--- src/hw/mie_pkg.sv ---
// Package: register map, field layout and carrier types of the interrupt enable and priority block
package mie_pkg;

  // Register offsets in the special function area
  localparam logic [15:0] MIE_ADDR_ENABLE_LOW = 16'h003A;
  localparam logic [15:0] MIE_ADDR_ENABLE_HIGH = 16'h003B;
  localparam logic [15:0] MIE_ADDR_ENABLE_EXT = 16'h003C;
  localparam logic [15:0] MIE_ADDR_ENABLE_TOP = 16'h003D;
  localparam logic [15:0] MIE_ADDR_LEVEL_A = 16'h0FF0;
  localparam logic [15:0] MIE_ADDR_LEVEL_B = 16'h0FF1;
  localparam logic [15:0] MIE_ADDR_LEVEL_C = 16'h0FF2;
  localparam logic [15:0] MIE_ADDR_LEVEL_D = 16'h0FF3;

  // Source numbering of the maskable requests
  localparam int MIE_SRC_FIRST = 4;
  localparam int MIE_SRC_LAST = 25;
  localparam int MIE_SRC_COUNT = 22;
  localparam int MIE_LVL_LAST = 19;
  localparam int MIE_LVL_COUNT = 16;
  localparam int MIE_NMI_COUNT = 3;

  // Field positions inside the enable registers
  localparam int MIE_MASTER_BIT = 0;
  localparam int MIE_LOW_EN_LSB = 4;
  localparam int MIE_TOP_EN_WIDTH = 2;

  // Reset values
  localparam logic [7:0] MIE_RESET_BYTE = 8'h00;
  localparam logic [1:0] MIE_RESET_LEVEL = 2'h0;

  // Level encoding: larger value wins
  localparam logic [1:0] MIE_LEVEL_LOWEST = 2'h0;
  localparam logic [1:0] MIE_LEVEL_HIGHEST = 2'h3;

  // Winner presented to the sequencer
  typedef struct packed {
    logic valid;
    logic [4:0] index;
  } mie_winner_type;

  // Whole state of the block
  typedef struct packed {
    logic master;
    logic [MIE_SRC_COUNT-1:0] enable;
    logic [MIE_LVL_COUNT-1:0][1:0] level;
    logic [7:0] rdata;
    mie_winner_type winner;
    logic nmi_valid;
    logic [MIE_SRC_COUNT-1:0] clear;
  } mie_state_type;

endpackage

--- src/hw/mie_top.sv ---
// Maskable interrupt enable, priority level registers and winner selection
//
// Contract
// - Master enable bit 0 low register gates all maskable sources
// - Each source enable bit gates its source
// - Enables 15..8, 23..16, 25..24 in higher registers
// - Low register: enables 7..4, bits 3..1 zero
// - Acceptance clears master; handler restores it later
// - Two-bit level per source 4..19 overrides basic order
// - Highest programmed level among pending requests wins
// - Equal levels resolved by higher basic priority
// - All levels are zero after reset
// - Level encoding 00 lowest through 11 highest
// - Four fields per byte, highest source top
// - Master and all enables zero after reset
// - Non-maskable requests bypass all enable bits
// - Latch held until accepted; enable n gates n
`timescale 1ns/100ps
module mie_top
  import mie_pkg::*;
(
  input wire logic CLK,
  input wire logic RST_B,
  input wire logic [15:0] ADDR,
  input wire logic WR_EN,
  input wire logic RD_EN,
  input wire logic [7:0] WDATA,
  input wire logic [MIE_SRC_LAST:MIE_SRC_FIRST] REQ_LATCH,
  input wire logic [MIE_NMI_COUNT-1:0] NMI_REQ,
  input wire logic IRQ_ACCEPT,
  output logic [7:0] RDATA,
  output logic IRQ_VALID,
  output logic [4:0] IRQ_INDEX,
  output logic NMI_VALID,
  output logic [MIE_SRC_LAST:MIE_SRC_FIRST] LATCH_CLEAR,
  output logic MASTER_ENABLE
);

  mie_state_type state_q; // Registered state
  mie_state_type state_d; // Next state

  // Level of source src; sources without a level register sit at the lowest level
  // Those sources can therefore only win on basic order, never by programming
  function automatic logic [1:0] level_of(input logic [MIE_LVL_COUNT-1:0][1:0] lv,
                                          input int src);
    if (src <= MIE_LVL_LAST) begin
      level_of = lv[src-MIE_SRC_FIRST];
    end else begin
      level_of = MIE_LEVEL_LOWEST;
    end
  endfunction

  // Byte view of a level register: four fields, highest source in bits 7:6
  // Shared by the four level reads so that the packing is written only once
  function automatic logic [7:0] level_byte(input logic [MIE_LVL_COUNT-1:0][1:0] lv,
                                            input int base);
    level_byte = {lv[base+3], lv[base+2], lv[base+1], lv[base]};
  endfunction

  // Working variables of the selector
  logic [MIE_SRC_COUNT-1:0] pending; // Requests that may be accepted now
  logic found; // A candidate has been seen
  logic [1:0] best_level; // Level of the current candidate
  logic [4:0] best_index; // Source number of the current candidate
  logic [4:0] src_num; // Loop source number at five bits

  // Next-state logic: register writes, reads, selection and acceptance
  always_comb begin
    pending = '0;
    found = 1'b0;
    best_level = MIE_LEVEL_LOWEST;
    best_index = 5'h00;
    src_num = 5'h00;
    state_d = state_q;
    state_d.clear = '0;

    // Register writes; the enable registers and levels are plain storage
    // Hardware does not police the software ordering of master against enables
    if (WR_EN) begin
      case (ADDR)
        // Master in bit 0, sources 7..4 on top; bits 3..1 have no storage
        MIE_ADDR_ENABLE_LOW: begin
          state_d.master = WDATA[MIE_MASTER_BIT];
          state_d.enable[3:0] = WDATA[7:MIE_LOW_EN_LSB];
        end
        // Sources 15..8
        MIE_ADDR_ENABLE_HIGH: begin
          state_d.enable[11:4] = WDATA;
        end
        // Sources 23..16
        MIE_ADDR_ENABLE_EXT: begin
          state_d.enable[19:12] = WDATA;
        end
        // Sources 25..24; the upper six bits have no storage
        MIE_ADDR_ENABLE_TOP: begin
          state_d.enable[21:20] = WDATA[MIE_TOP_EN_WIDTH-1:0];
        end
        // Levels of sources 7..4
        MIE_ADDR_LEVEL_A: begin
          state_d.level[3:0] = WDATA;
        end
        // Levels of sources 11..8
        MIE_ADDR_LEVEL_B: begin
          state_d.level[7:4] = WDATA;
        end
        // Levels of sources 15..12
        MIE_ADDR_LEVEL_C: begin
          state_d.level[11:8] = WDATA;
        end
        // Levels of sources 19..16
        MIE_ADDR_LEVEL_D: begin
          state_d.level[15:12] = WDATA;
        end
        default: begin
          // Other addresses belong to other blocks
        end
      endcase
    end

    // Register reads; unused bits return zero, unmapped addresses return zero
    // Reads see the state before the edge, so a same-cycle write shows one read later
    if (RD_EN) begin
      case (ADDR)
        // Unused bits 3..1 read back as zero
        MIE_ADDR_ENABLE_LOW: begin
          state_d.rdata = {state_q.enable[3:0], 3'h0, state_q.master};
        end
        // Sources 15..8
        MIE_ADDR_ENABLE_HIGH: begin
          state_d.rdata = state_q.enable[11:4];
        end
        // Sources 23..16
        MIE_ADDR_ENABLE_EXT: begin
          state_d.rdata = state_q.enable[19:12];
        end
        // Upper six bits read back as zero
        MIE_ADDR_ENABLE_TOP: begin
          state_d.rdata = {6'h00, state_q.enable[21:20]};
        end
        // Levels of sources 7..4
        MIE_ADDR_LEVEL_A: begin
          state_d.rdata = level_byte(state_q.level, 0);
        end
        // Levels of sources 11..8
        MIE_ADDR_LEVEL_B: begin
          state_d.rdata = level_byte(state_q.level, 4);
        end
        // Levels of sources 15..12
        MIE_ADDR_LEVEL_C: begin
          state_d.rdata = level_byte(state_q.level, 8);
        end
        // Levels of sources 19..16
        MIE_ADDR_LEVEL_D: begin
          state_d.rdata = level_byte(state_q.level, 12);
        end
        // Unmapped reads return zero rather than stale data
        default: begin
          state_d.rdata = MIE_RESET_BYTE;
        end
      endcase
    end

    // Pending set: latch n gated by enable n and by the master enable
    // Gating here means a dropped master withdraws the offer on the next edge
    for (int i = 0; i < MIE_SRC_COUNT; i++) begin
      pending[i] = state_q.master && state_q.enable[i] && REQ_LATCH[i+MIE_SRC_FIRST];
    end

    // Walk from the top source down so that a lower index takes an equal level
    // A long compare chain; acceptable at this clock rate and far cheaper than a tree
    for (int i = MIE_SRC_LAST; i >= MIE_SRC_FIRST; i--) begin
      src_num = 5'(i);
      if (pending[i-MIE_SRC_FIRST]) begin
        if (!found || level_of(state_q.level, i) >= best_level) begin
          found = 1'b1;
          best_level = level_of(state_q.level, i);
          best_index = src_num;
        end
      end
    end

    // Winner refreshed every cycle; withdrawn once the master enable drops
    state_d.winner.valid = found;
    state_d.winner.index = best_index;
    state_d.nmi_valid = |NMI_REQ;

    // Acceptance clears the master and the accepted latch; it beats a same-cycle write
    // The offer is withdrawn at once so the core cannot accept the same source twice
    // The clear pulse lasts one cycle; the peripheral latch drops on the edge after
    if (IRQ_ACCEPT && state_q.winner.valid) begin
      state_d.master = 1'b0;
      state_d.winner.valid = 1'b0;
      state_d.clear[state_q.winner.index - 5'(MIE_SRC_FIRST)] = 1'b1;
    end
  end

  // State register; everything starts disabled at the lowest level
  // The reset branch loads constants only, so it stays a plain asynchronous clear
  always_ff @(posedge CLK or negedge RST_B) begin
    if (!RST_B) begin
      state_q.master <= 1'b0;
      state_q.enable <= '0;
      state_q.level <= {MIE_LVL_COUNT{MIE_RESET_LEVEL}};
      state_q.rdata <= MIE_RESET_BYTE;
      state_q.winner <= '0;
      state_q.nmi_valid <= 1'b0;
      state_q.clear <= '0;
    end else begin
      state_q <= state_d;
    end
  end

  // Outputs straight from the state register
  // No logic after the flops, so the core sees clean, glitch-free levels
  assign RDATA = state_q.rdata;
  assign IRQ_VALID = state_q.winner.valid;
  assign IRQ_INDEX = state_q.winner.index;
  assign NMI_VALID = state_q.nmi_valid;
  assign LATCH_CLEAR = state_q.clear;
  assign MASTER_ENABLE = state_q.master;

endmodule // mie_top

--- config.mk ---
export PLATFORM = sky130hd
export DESIGN_NAME = mie_top
export DESIGN_NICKNAME = d
export VERILOG_FILES = /design/src/hw/mie_pkg.sv /design/src/hw/mie_top.sv
export SDC_FILE = /design/constraint.sdc
export NUM_CORES = 1
export LEC_CHECK = 0
export ABC_AREA = 1
export BUFFER_PORTS_ARGS = -buffer_cell sky130_fd_sc_hd__buf_2
export CAP_MARGIN = 25
export CORE_MARGIN = 5
export CORE_UTILIZATION = 60
export CTS_BUF_LIST = sky130_fd_sc_hd__clkbuf_4
export CTS_CLUSTER_DIAMETER = 80
export CTS_CLUSTER_SIZE = 25
export DETAILED_ROUTE_END_ITERATION = 6
export PLACE_DENSITY = 0.93
export SYNTH_ARGS = -nofsm -noshare
export SYNTH_HDL_FRONTEND = slang
export SYNTH_SLANG_ARGS = --single-unit
--- constraint.sdc ---
create_clock -name CLK -period 42.8 [get_ports CLK]
set_clock_uncertainty 0.05 [all_clocks]
set_input_delay 8.56 -clock CLK [delete_from_list [all_inputs] [get_ports CLK]]
set_output_delay 8.56 -clock CLK [all_outputs]
set_load 0.01 [all_outputs]
### Yosys cells after proc, flatten, opt, wreduce, memory -nomap -nowiden

Index checks and enable logic that the tools add are counted.

* bits of input ports: 54
* bits in registers: 92
* output and inout port bits: 38
* word-level logic and storage cells: 311

* magnitude comparators: 23
* reductions and logical operators: 100
* mux-type cells: 153
* equality and inequality tests: 8
* add/subtract/negate cells: 1

Operators with widths (count)
* 5-bit two-way mux: 43
* 2-bit two-way mux: 52
* 16-bit by 12-bit equality test with 1-bit output (second input constant): 4
* 16-bit by 6-bit equality test with 1-bit output (second input constant): 4
* 8-bit case mux with 8 select lines: 1
* 55-bit two-way mux: 1
* 8-bit two-way mux: 6
* 1-bit two-way mux: 47
* 1-bit logical AND: 46
* 2-bit greater-or-equal comparator: 15
* 22-bit two-way mux: 1
* 1-bit logical NOT: 21
* 1-bit logical OR: 21
* 2-bit AND reduction: 9
* 2-bit by 1-bit greater-or-equal comparator with 1-bit output (second input constant): 6
* 5-bit by 6-bit less-than comparator with 1-bit output (second input constant): 1
* 1-bit demux with 5-bit select: 1
* 5-bit by 1-bit greater-or-equal comparator with 1-bit output (second input constant): 1
* 5-bit by 3-bit subtractor with 5-bit output (second input constant): 1
* 4-bit two-way mux: 1
* 2-bit nonzero test: 2
* 3-bit OR reduction: 1

### Depth between registers and ports, before layout

Gate-level depths: netlist of the first run.

* depth in word-level cells: 88
* depth in mapped cells: 142
* mapped depth without buffers: 142

### Worst setup path after synthesis of the first run

Ideal clock, no wire load.

* path type: in2reg
* start point: input REQ_LATCH[19] (netlist bit)
* end point: register state_q, in the netlist IRQ_INDEX[4]
* data arrival time: 22699 ps
* stages on the path: 132
* setup time: 72 ps
* slack: 19979 ps
* path buffers: 0
* required time: 42678 ps
* cells stage by stage: nand2_1 nor2_4 inv_1 nor2_1 ha_1 inv_1 nand2_1 a21oi_1 nand2_4 nand2_4 o21ai_1 o21ai_0 inv_1 ha_1 inv_1 nand2_1 o21ai_0 inv_1 (+96 left out) nand3_1 and2_1 ha_1 o21ai_0 nand3b_1 nand2_1 inv_2 nand2_1 nand2_1 ha_1 inv_1 nand2_1 a21oi_1 a21oi_1 or2_2 nor4_1 nand3_1 nor2_1

* cells in the longest elaborated chain, start to end: 62
* elaborated cells on any way between the ends: 135
* those cells by class: 15 x order compare; 89 x mux; 31 x reduce/logical

RTL lines
* start, declared: line mie_top.sv:28 `input wire logic [MIE_SRC_LAST:MIE_SRC_FIRST] REQ_LATCH,`
* 1-bit logical AND *: line mie_top.sv:166 `pending[i] = state_q.master && state_q.enable[i] && REQ_LATCH[i+MIE_SRC_FIRST];`
* 2-bit two-way mux or 1-bit two-way mux (tied branches): line mie_top.sv:173 `if (pending[i-MIE_SRC_FIRST]) begin`
* 2-bit greater-or-equal comparator or 1-bit logical NOT (tied branches): line mie_top.sv:174 `if (!found || level_of(state_q.level, i) >= best_level) begin`
* 1-bit logical OR: line mie_top.sv:174
* 2-bit two-way mux or 1-bit two-way mux (tied branches): line mie_top.sv:174
* 2-bit two-way mux or 1-bit two-way mux (tied branches): line mie_top.sv:173
* 2-bit greater-or-equal comparator or 1-bit logical NOT (tied branches): line mie_top.sv:174
* 1-bit logical OR: line mie_top.sv:174
* (+47 left out)
* 1-bit logical OR: line mie_top.sv:174
* 2-bit two-way mux or 1-bit two-way mux (tied branches): line mie_top.sv:174
* 2-bit two-way mux or 1-bit two-way mux (tied branches): line mie_top.sv:173
* 2-bit greater-or-equal comparator or 1-bit logical NOT (tied branches): line mie_top.sv:174
* 1-bit logical OR: line mie_top.sv:174
* 5-bit two-way mux: line mie_top.sv:174
* 5-bit two-way mux *: line mie_top.sv:173
* named net best_index[4]: line mie_top.sv:64 `logic [4:0] best_index;`
* end signal, assigned: line mie_top.sv:209 `state_q <= state_d;`
* end, declared: line mie_top.sv:39 `mie_state_type state_q;`

The timed path passes the listed nets; every way through them passes the cells marked *.
A chain may end at the register's enable or synchronous reset.

### Worst setup path after layout of the first run

Same ends and word-level chain as after synthesis.

==> impl_metrics.yaml, run 1 <==
status:
  status: "finished, final reports clean"
logic_synthesis:
  yosysUniqueCellTypes: 51
  syn_avg_cell_area_um2: 7.53
  synth.net_count: 832
  ys.flop_type: "dfrtp_1"
  seq_area_frac_synth: 0.403
  async_flop_share: 1.00
  synth_edf_count: 0
  netlist_area_um2: 5710
  ys_warn_count: 0
  synthCells: 759
  ys_ff_latch: 92
power:
  power_w: 0.000147
  p_seq_frac: 0.592
  p_int_w: 0.000109
  max-vdd-ir-drop_mv: 0.0163
  comb_power_share: 0.053
  clkPwrFrac: 0.355
  swShare: 0.260
  power_density_nw_per_um2: 23.7
  p_switching_w: 0.0000383
  p_leak_nw: 3.48
floorplan:
  die_w_um: 108
  die_height_um: 108
  start_util: 0.615
  rows: 35
  dieArea_um2: 11600
  ioPinCount: 92
  core_um2: 9280
clock_network:
  post_cts_resized: 0
  insertion_delay_ns: 0.47
  cts.path.max_buffers: 2
  cts_setup_buffers: 0
  hold_buffers: 0
  cts.sinks: 92
  cts_buffers: 9
  h-tree-depth: 3
  path_clk_slew_ns: 0.16
  tritoncts: "done"
  root_buffer: "clkbuf_4"
placement:
  place_congestion: 0.969
  portBuffers: 91
  pre_cts_slack_ns: 18.16
  place_area_um2: 6030
  dpl.hpwl_um: 11500
critical_path:
  critPathSlowestCell: "or2_2"
  crit_path_max_fanout: 6
  required_ns: 43.16
  slowest_delay_ns: 0.33
  cp-start-kind: "input port"
  critical_path_buf_inv_count: 33
  cp-end-kind: "flop"
  cp.arrival_ns: 24.74
  crit_top_cell: "nand2_1"
  criticalPathCategory: "in2reg"
  cp_top_family: "simple AND/OR/NAND/NOR gates"
grt:
  grt_pass1_vias: 4943
  grt_util_all_layers: 0.261
  grt_max_degree: 83
  overflow: 0
  grt_pass1_wl_um: 23500
  antenna_found_initial: 1
timing:
  final.min_clock_period_ns: 24.38
  fin_crit_sh: 0.570
  slew_headroom: 0.465
  setup_ws_ns: 18.42
  hold_violations: 0
  fmaxAchievable_ghz: 0.0410
  rsz0062_at_grt: "no"
  worst_slew_pin_slew_ns: 0.795
  slew_viol_final: 0
  setup_violations: 0
  tns_ns: 0
drt:
  ant_nets: 0
  via_per_inst: 5.63
  wl_um: 14800
  dr_total_vias: 5362
  routedWlPerCell_um: 15.5
  route.detailed.drc: 0
  dr.pass1.iters: 6
  first_iter_violations: 484
cells_and_area:
  area_growth_pct: 8.74
  drive_gt1_frac: 0.187
  final_area_um2: 6210
  utilization: 0.669
  nets: 890
flow_run:
  cap_violations: 0
worst_hold_path:
  worstHoldPathType: "reg2reg"
synth_stat cells (all sizes together) (2+ instances only):
cell	count	area, µm²
a21oi	22	129
a221oi	2	17.5
a22o	3	26.3
a31oi	2	12.5
and2	3	18.8
buf	37	279
clkbuf	10	37.5
dfrtp	92	2300
ha	19	238
inv	114	428
nand2	186	741
nand3	71	380
nand3b	2	27.5
nand4	4	25.0
nor2	59	269
nor3	7	35.0
nor4	10	62.6
o211ai	2	20.0
o21a	2	16.3
o21ai	85	433
o21bai	2	26.3
o22ai	9	56.3
o31ai	3	22.5
or2	2	15.0
or4	2	15.0
cell families after synthesis:
group | synth area share
AO/OA/AOI/OAI | 0.144
XOR/XNOR | 0.00153
adder cells (fa/ha/maj) | 0.0416
buffers and inverters | 0.131
flip-flops | 0.403
AND/OR/NAND/NOR | 0.279
state kept, by name, summed over array words and instances (netlist names):
signal         cells
state_q           54
IRQ_VALID          1
LATCH_CLEAR       22
IRQ_INDEX          5
RDATA              8
NMI_VALID          1
MASTER_ENABLE      1
worst paths after layout:
path | from | end | slack, ns | cells after the start
min | RDATA[6] | RDATA[6] | 0.45 | 2
min in group asynchronous | RST_B | state_q[89] | 7.83 | 1
max reg2reg | MASTER_ENABLE | IRQ_INDEX[4] | 25.91 | 131
max | REQ_LATCH[19] | IRQ_INDEX[4] | 18.42 | 131
max in group asynchronous | RST_B | IRQ_INDEX[2] | 33.87 | 3
min reg2reg | RDATA[6] | RDATA[6] | 0.45 | 2
worst register-to-register path, delay by kind of cell (launching register included):
family,cells,cell delay [ns]
buf+inv,33,2.20
fa+ha+maj,15,4.01
flops,1,0.35
simple gates,53,5.39
compound gates,30,4.77
cells in the final DEF, fill, tap and decap left out, drive strengths merged, types with 3 or more instances in the layout:
master	n
clkinv	4
o31ai	3
dfrtp	92
nand4	4
nand2	186
nor2	59
a22o	3
a21oi	22
o22ai	9
nor4	10
clkbuf	9
o21ai	85
nor3	7
buf	94
ha	19
inv	117
nand3	71
and2	3
layout make-up:
cell class / count / area [µm²]
Fill cell: 802 / 3070
Multi-Input combinational cell: 505 / 2660
Sequential cell: 92 / 2300
Timing Repair Buffer: 94 / 493
Inverter: 115 / 432
Tap cell: 129 / 161
Clock inverter: 7 / 91.3
Clock buffer: 9 / 67.6
Antenna cell: 1 / 2.50
per-layer routing:
metal / wire, µm / vias to the layer above / track usage / part of all wire
met5: 0 / - / 0 / 0
met3: 1650 / 49 / 0.0600 / 0.11
met1: 5880 / 2434 / 0.339 / 0.40
li1: - / 2562 / - / -
met4: 475 / 0 / 0.0938 / 0.032
met2: 6750 / 317 / 0.426 / 0.46
power groups by stage:
stage          Combinational (W)  Clock (W)  Sequential [W]
2_1_floorplan         0.00000194          0       0.0000889
5_1_grt               0.00000862  0.0000562       0.0000872
3_5_place_dp          0.00000750          0       0.0000887
6_report              0.00000777  0.0000523       0.0000871
3_3_place_gp          0.00000733          0       0.0000887
4_1_cts               0.00000750  0.0000522       0.0000871
through the flow:
step                hold WS [ns]  cells
floorplan                  0.400    759
global placement           0.415    934
detailed placement         0.420    934
CTS                        0.452    950
global route               0.472    952
finish                     0.448    952
Note: power is estimated with default switching activity, not from simulation.
==> run 2, diff against run 1 <==
--- a/config.mk
+++ b/config.mk
@@ -5,16 +5,16 @@
 export SDC_FILE = /design/constraint.sdc
 export NUM_CORES = 1
 export LEC_CHECK = 0
-export ABC_AREA = 1
+export ABC_AREA = 0
 export BUFFER_PORTS_ARGS = -buffer_cell sky130_fd_sc_hd__buf_2
 export CAP_MARGIN = 25
 export CORE_MARGIN = 5
-export CORE_UTILIZATION = 60
+export CORE_UTILIZATION = 59
 export CTS_BUF_LIST = sky130_fd_sc_hd__clkbuf_4
 export CTS_CLUSTER_DIAMETER = 80
 export CTS_CLUSTER_SIZE = 25
 export DETAILED_ROUTE_END_ITERATION = 6
-export PLACE_DENSITY = 0.93
+export PLACE_DENSITY = 0.92
 export SYNTH_ARGS = -nofsm -noshare
 export SYNTH_HDL_FRONTEND = slang
 export SYNTH_SLANG_ARGS = --single-unit
==> constraint.sdc (replaced) <==
create_clock -name CLK -period 23.4 [get_ports CLK]
set_clock_uncertainty 0.05 [all_clocks]
set_input_delay 4.68 -clock CLK [delete_from_list [all_inputs] [get_ports CLK]]
set_output_delay 4.68 -clock CLK [all_outputs]
set_load 0.01 [all_outputs]
==> impl_metrics.yaml, run 2 <==
status:
  status: "finished, final reports clean"
cells_and_area:
  regMostFlops: "state_q"
  drive_gt1_frac: 0.340
  largest_register_ffs: 54
  num_antenna_cells: 0
  final_common_cell: "dfrtp_1"
  fillers: 731
  nets: 724
  final_cell_mix: "dfrtp_1, buf_2, mux2_2"
  area_growth_pct: 13.6
  final_area_um2: 6380
power:
  max-vdd-ir-drop_mv: 0.0281
  comb_power_share: 0.046
  p_int_w: 0.000199
  swShare: 0.254
  p_seq_frac: 0.597
  p_leak_nw: 3.12
  power_density_nw_per_um2: 41.9
  clkPwrFrac: 0.358
  p_switching_w: 0.0000679
drt:
  wl_um: 16100
  route.detailed.drc: 0
  dr.pass1.iters: 6
  dr_total_vias: 5029
  routedWlPerCell_um: 20.6
  ant_nets: 0
  via_per_inst: 6.41
  first_iter_violations: 626
logic_synthesis:
  netlist_top_cells_area: "dfrtp_1, mux2_2, buf_4, ha_1, nand2_1"
  yosysUniqueCellTypes: 63
  yosysMostFrequentCell: "dfrtp_1"
  synthDominantCellAreaShare: 0.410
  synth_common_cells: "dfrtp_1, mux2_2, nand2_1"
  ys.flop_type: "dfrtp_1"
  async_flop_share: 1.00
  ys_warn_count: 0
  seq_area_frac_synth: 0.410
  synth_edf_count: 0
  syn_avg_cell_area_um2: 9.80
  synth.net_count: 646
  ys_ff_latch: 92
  netlist_area_um2: 5610
  synthCells: 573
  synth_top_cell_by_area: "dfrtp_1"
grt:
  overflow: 0
  grt_max_degree: 53
  grt_pass1_vias: 4807
  grt_pass1_wl_um: 24900
  antenna_found_initial: 0
  grt_util_all_layers: 0.279
floorplan:
  rows: 35
  die_w_um: 108
  dieArea_um2: 11600
  start_util: 0.608
  core_um2: 9240
  ioPinCount: 92
  die_height_um: 108
critical_path:
  cp-start-kind: "input port"
  required_ns: 23.74
  slowest_delay_ns: 0.38
  criticalPathCategory: "in2reg"
  critPathSlowestCell: "maj3_1"
  cp.arrival_ns: 22.93
  crit_path_max_fanout: 7
  cp-end-kind: "flop"
  crit_top_cell: "ha_1"
placement:
  dpl.hpwl_um: 12500
  place_area_um2: 6030
  portBuffers: 91
  place_congestion: 1.04
  pre_cts_slack_ns: -0.652
timing:
  fmaxAchievable_ghz: 0.0443
  slew_viol_final: 0
  fin_crit_sh: 0.965
  setup_violations: 0
  setup_ws_ns: 0.810
  slew_headroom: 0.295
  worst_slew_pin_slew_ns: 1.05
  final.min_clock_period_ns: 22.59
  tns_ns: 0
  hold_violations: 0
clock_network:
  cts_buffers: 9
  h-tree-depth: 3
  cts.sinks: 92
  cts.path.max_buffers: 2
  root_buffer: "clkbuf_4"
  tritoncts: "done"
  insertion_delay_ns: 0.46
  path_clk_slew_ns: 0.16
flow_run:
  cap_violations: 0
worst_hold_path:
  worstHoldPathType: "reg2reg"
[run 2: cell count changes after synthesis, sizes merged, moves of 22 or more]
cell and change:
inv -77, mux2 +59, nand2 -140, nand3 -51, nor2 -22, o21ai -69
[run 2: power groups by stage]
stage | combinational, W | clock, W | sequential [W]
4_1_cts | 0.0000123 | 0.0000955 | 0.000159
2_1_floorplan | 0.00000157 | 0 | 0.000162
6_report | 0.0000122 | 0.0000955 | 0.000159
3_5_place_dp | 0.0000123 | 0 | 0.000162
3_3_place_gp | 0.0000113 | 0 | 0.000162
5_1_grt | 0.0000136 | 0.000105 | 0.000159
[run 2: path summary, 6_finish.rpt]
kind                       depth (start not counted)  slack, ns           from      endpoint
setup / recovery                                  97       0.81  REQ_LATCH[19]  IRQ_INDEX[4]
hold / removal                                     2       0.49       RDATA[1]      RDATA[1]
setup reg to reg                                  97       4.42  MASTER_ENABLE  IRQ_INDEX[4]
hold reg to reg                                    2       0.49       RDATA[1]      RDATA[1]
max in group asynchronous                          2      18.53          RST_B  IRQ_INDEX[4]
min in group asynchronous                          1       4.12          RST_B   state_q[63]
[run 2: logic make-up after synthesis]
group / Yosys count / share of synthesized area
AOI/OAI and AO/OA: 119 / 0.156
DFF: 92 / 0.410
buffers and inverters: 85 / 0.0818
muxes: 63 / 0.128
xor gates and xnor gates: 2 / 0.00312
adders and majority gates: 24 / 0.0515
and+or+nand+nor: 188 / 0.170
[run 2: cell type report]
type	count	area (µm²)	area share
flip-flops and latches	92	2300	0.361
repair buffers	115	658	0.103
clock buffers	9	67.6	0.0106
multi-input cells	396	2960	0.463
inverters	37	139	0.0218
clock inverters	7	93.8	0.0147
well taps	129	161	0.0253
[run 2: repair_timing]
| item | 4_1_cts | 5_1_grt |
|---|---|---|
| pin swaps | 1 | 19 |
| cloned | 0 | 0 |
| resized for setup | 5 | 27 |
| endpoints found under the setup margin | 4 | 5 |
| setup buffers | 0 | 11 |
| hold buffers | 0 | 0 |
[run 2: per-layer routing]
layer	GRT usage	share of wire	vias up
li1	-	-	2215
met2	0.461	0.49	327
met1	0.360	0.37	2419
met4	0.117	0.041	0
met3	0.0504	0.098	68
met5	0	0	-
[run 2: critical path: cells and delay by family]
| kind | cells | cell delay, ns |
|---|---|---|
| compound gates | 35 | 5.93 |
| fa+ha+maj | 20 | 5.58 |
| buf+inv | 5 | 0.47 |
| mux | 6 | 2.03 |
| simple gates | 31 | 4.18 |
[run 2: per-stage QoR]
step	power [W]	utilization	hold WS, ns	instances
4_1_cts	0.000267	0.672	0.491	774
5_1_grt	0.000278	0.690	0.502	785
3_3_place_gp	0.000173	0.650	0.454	757
3_5_place_dp	0.000174	0.653	0.472	758
6_report	0.000267	0.690	0.489	785
2_1_floorplan	0.000164	-	0.444	573
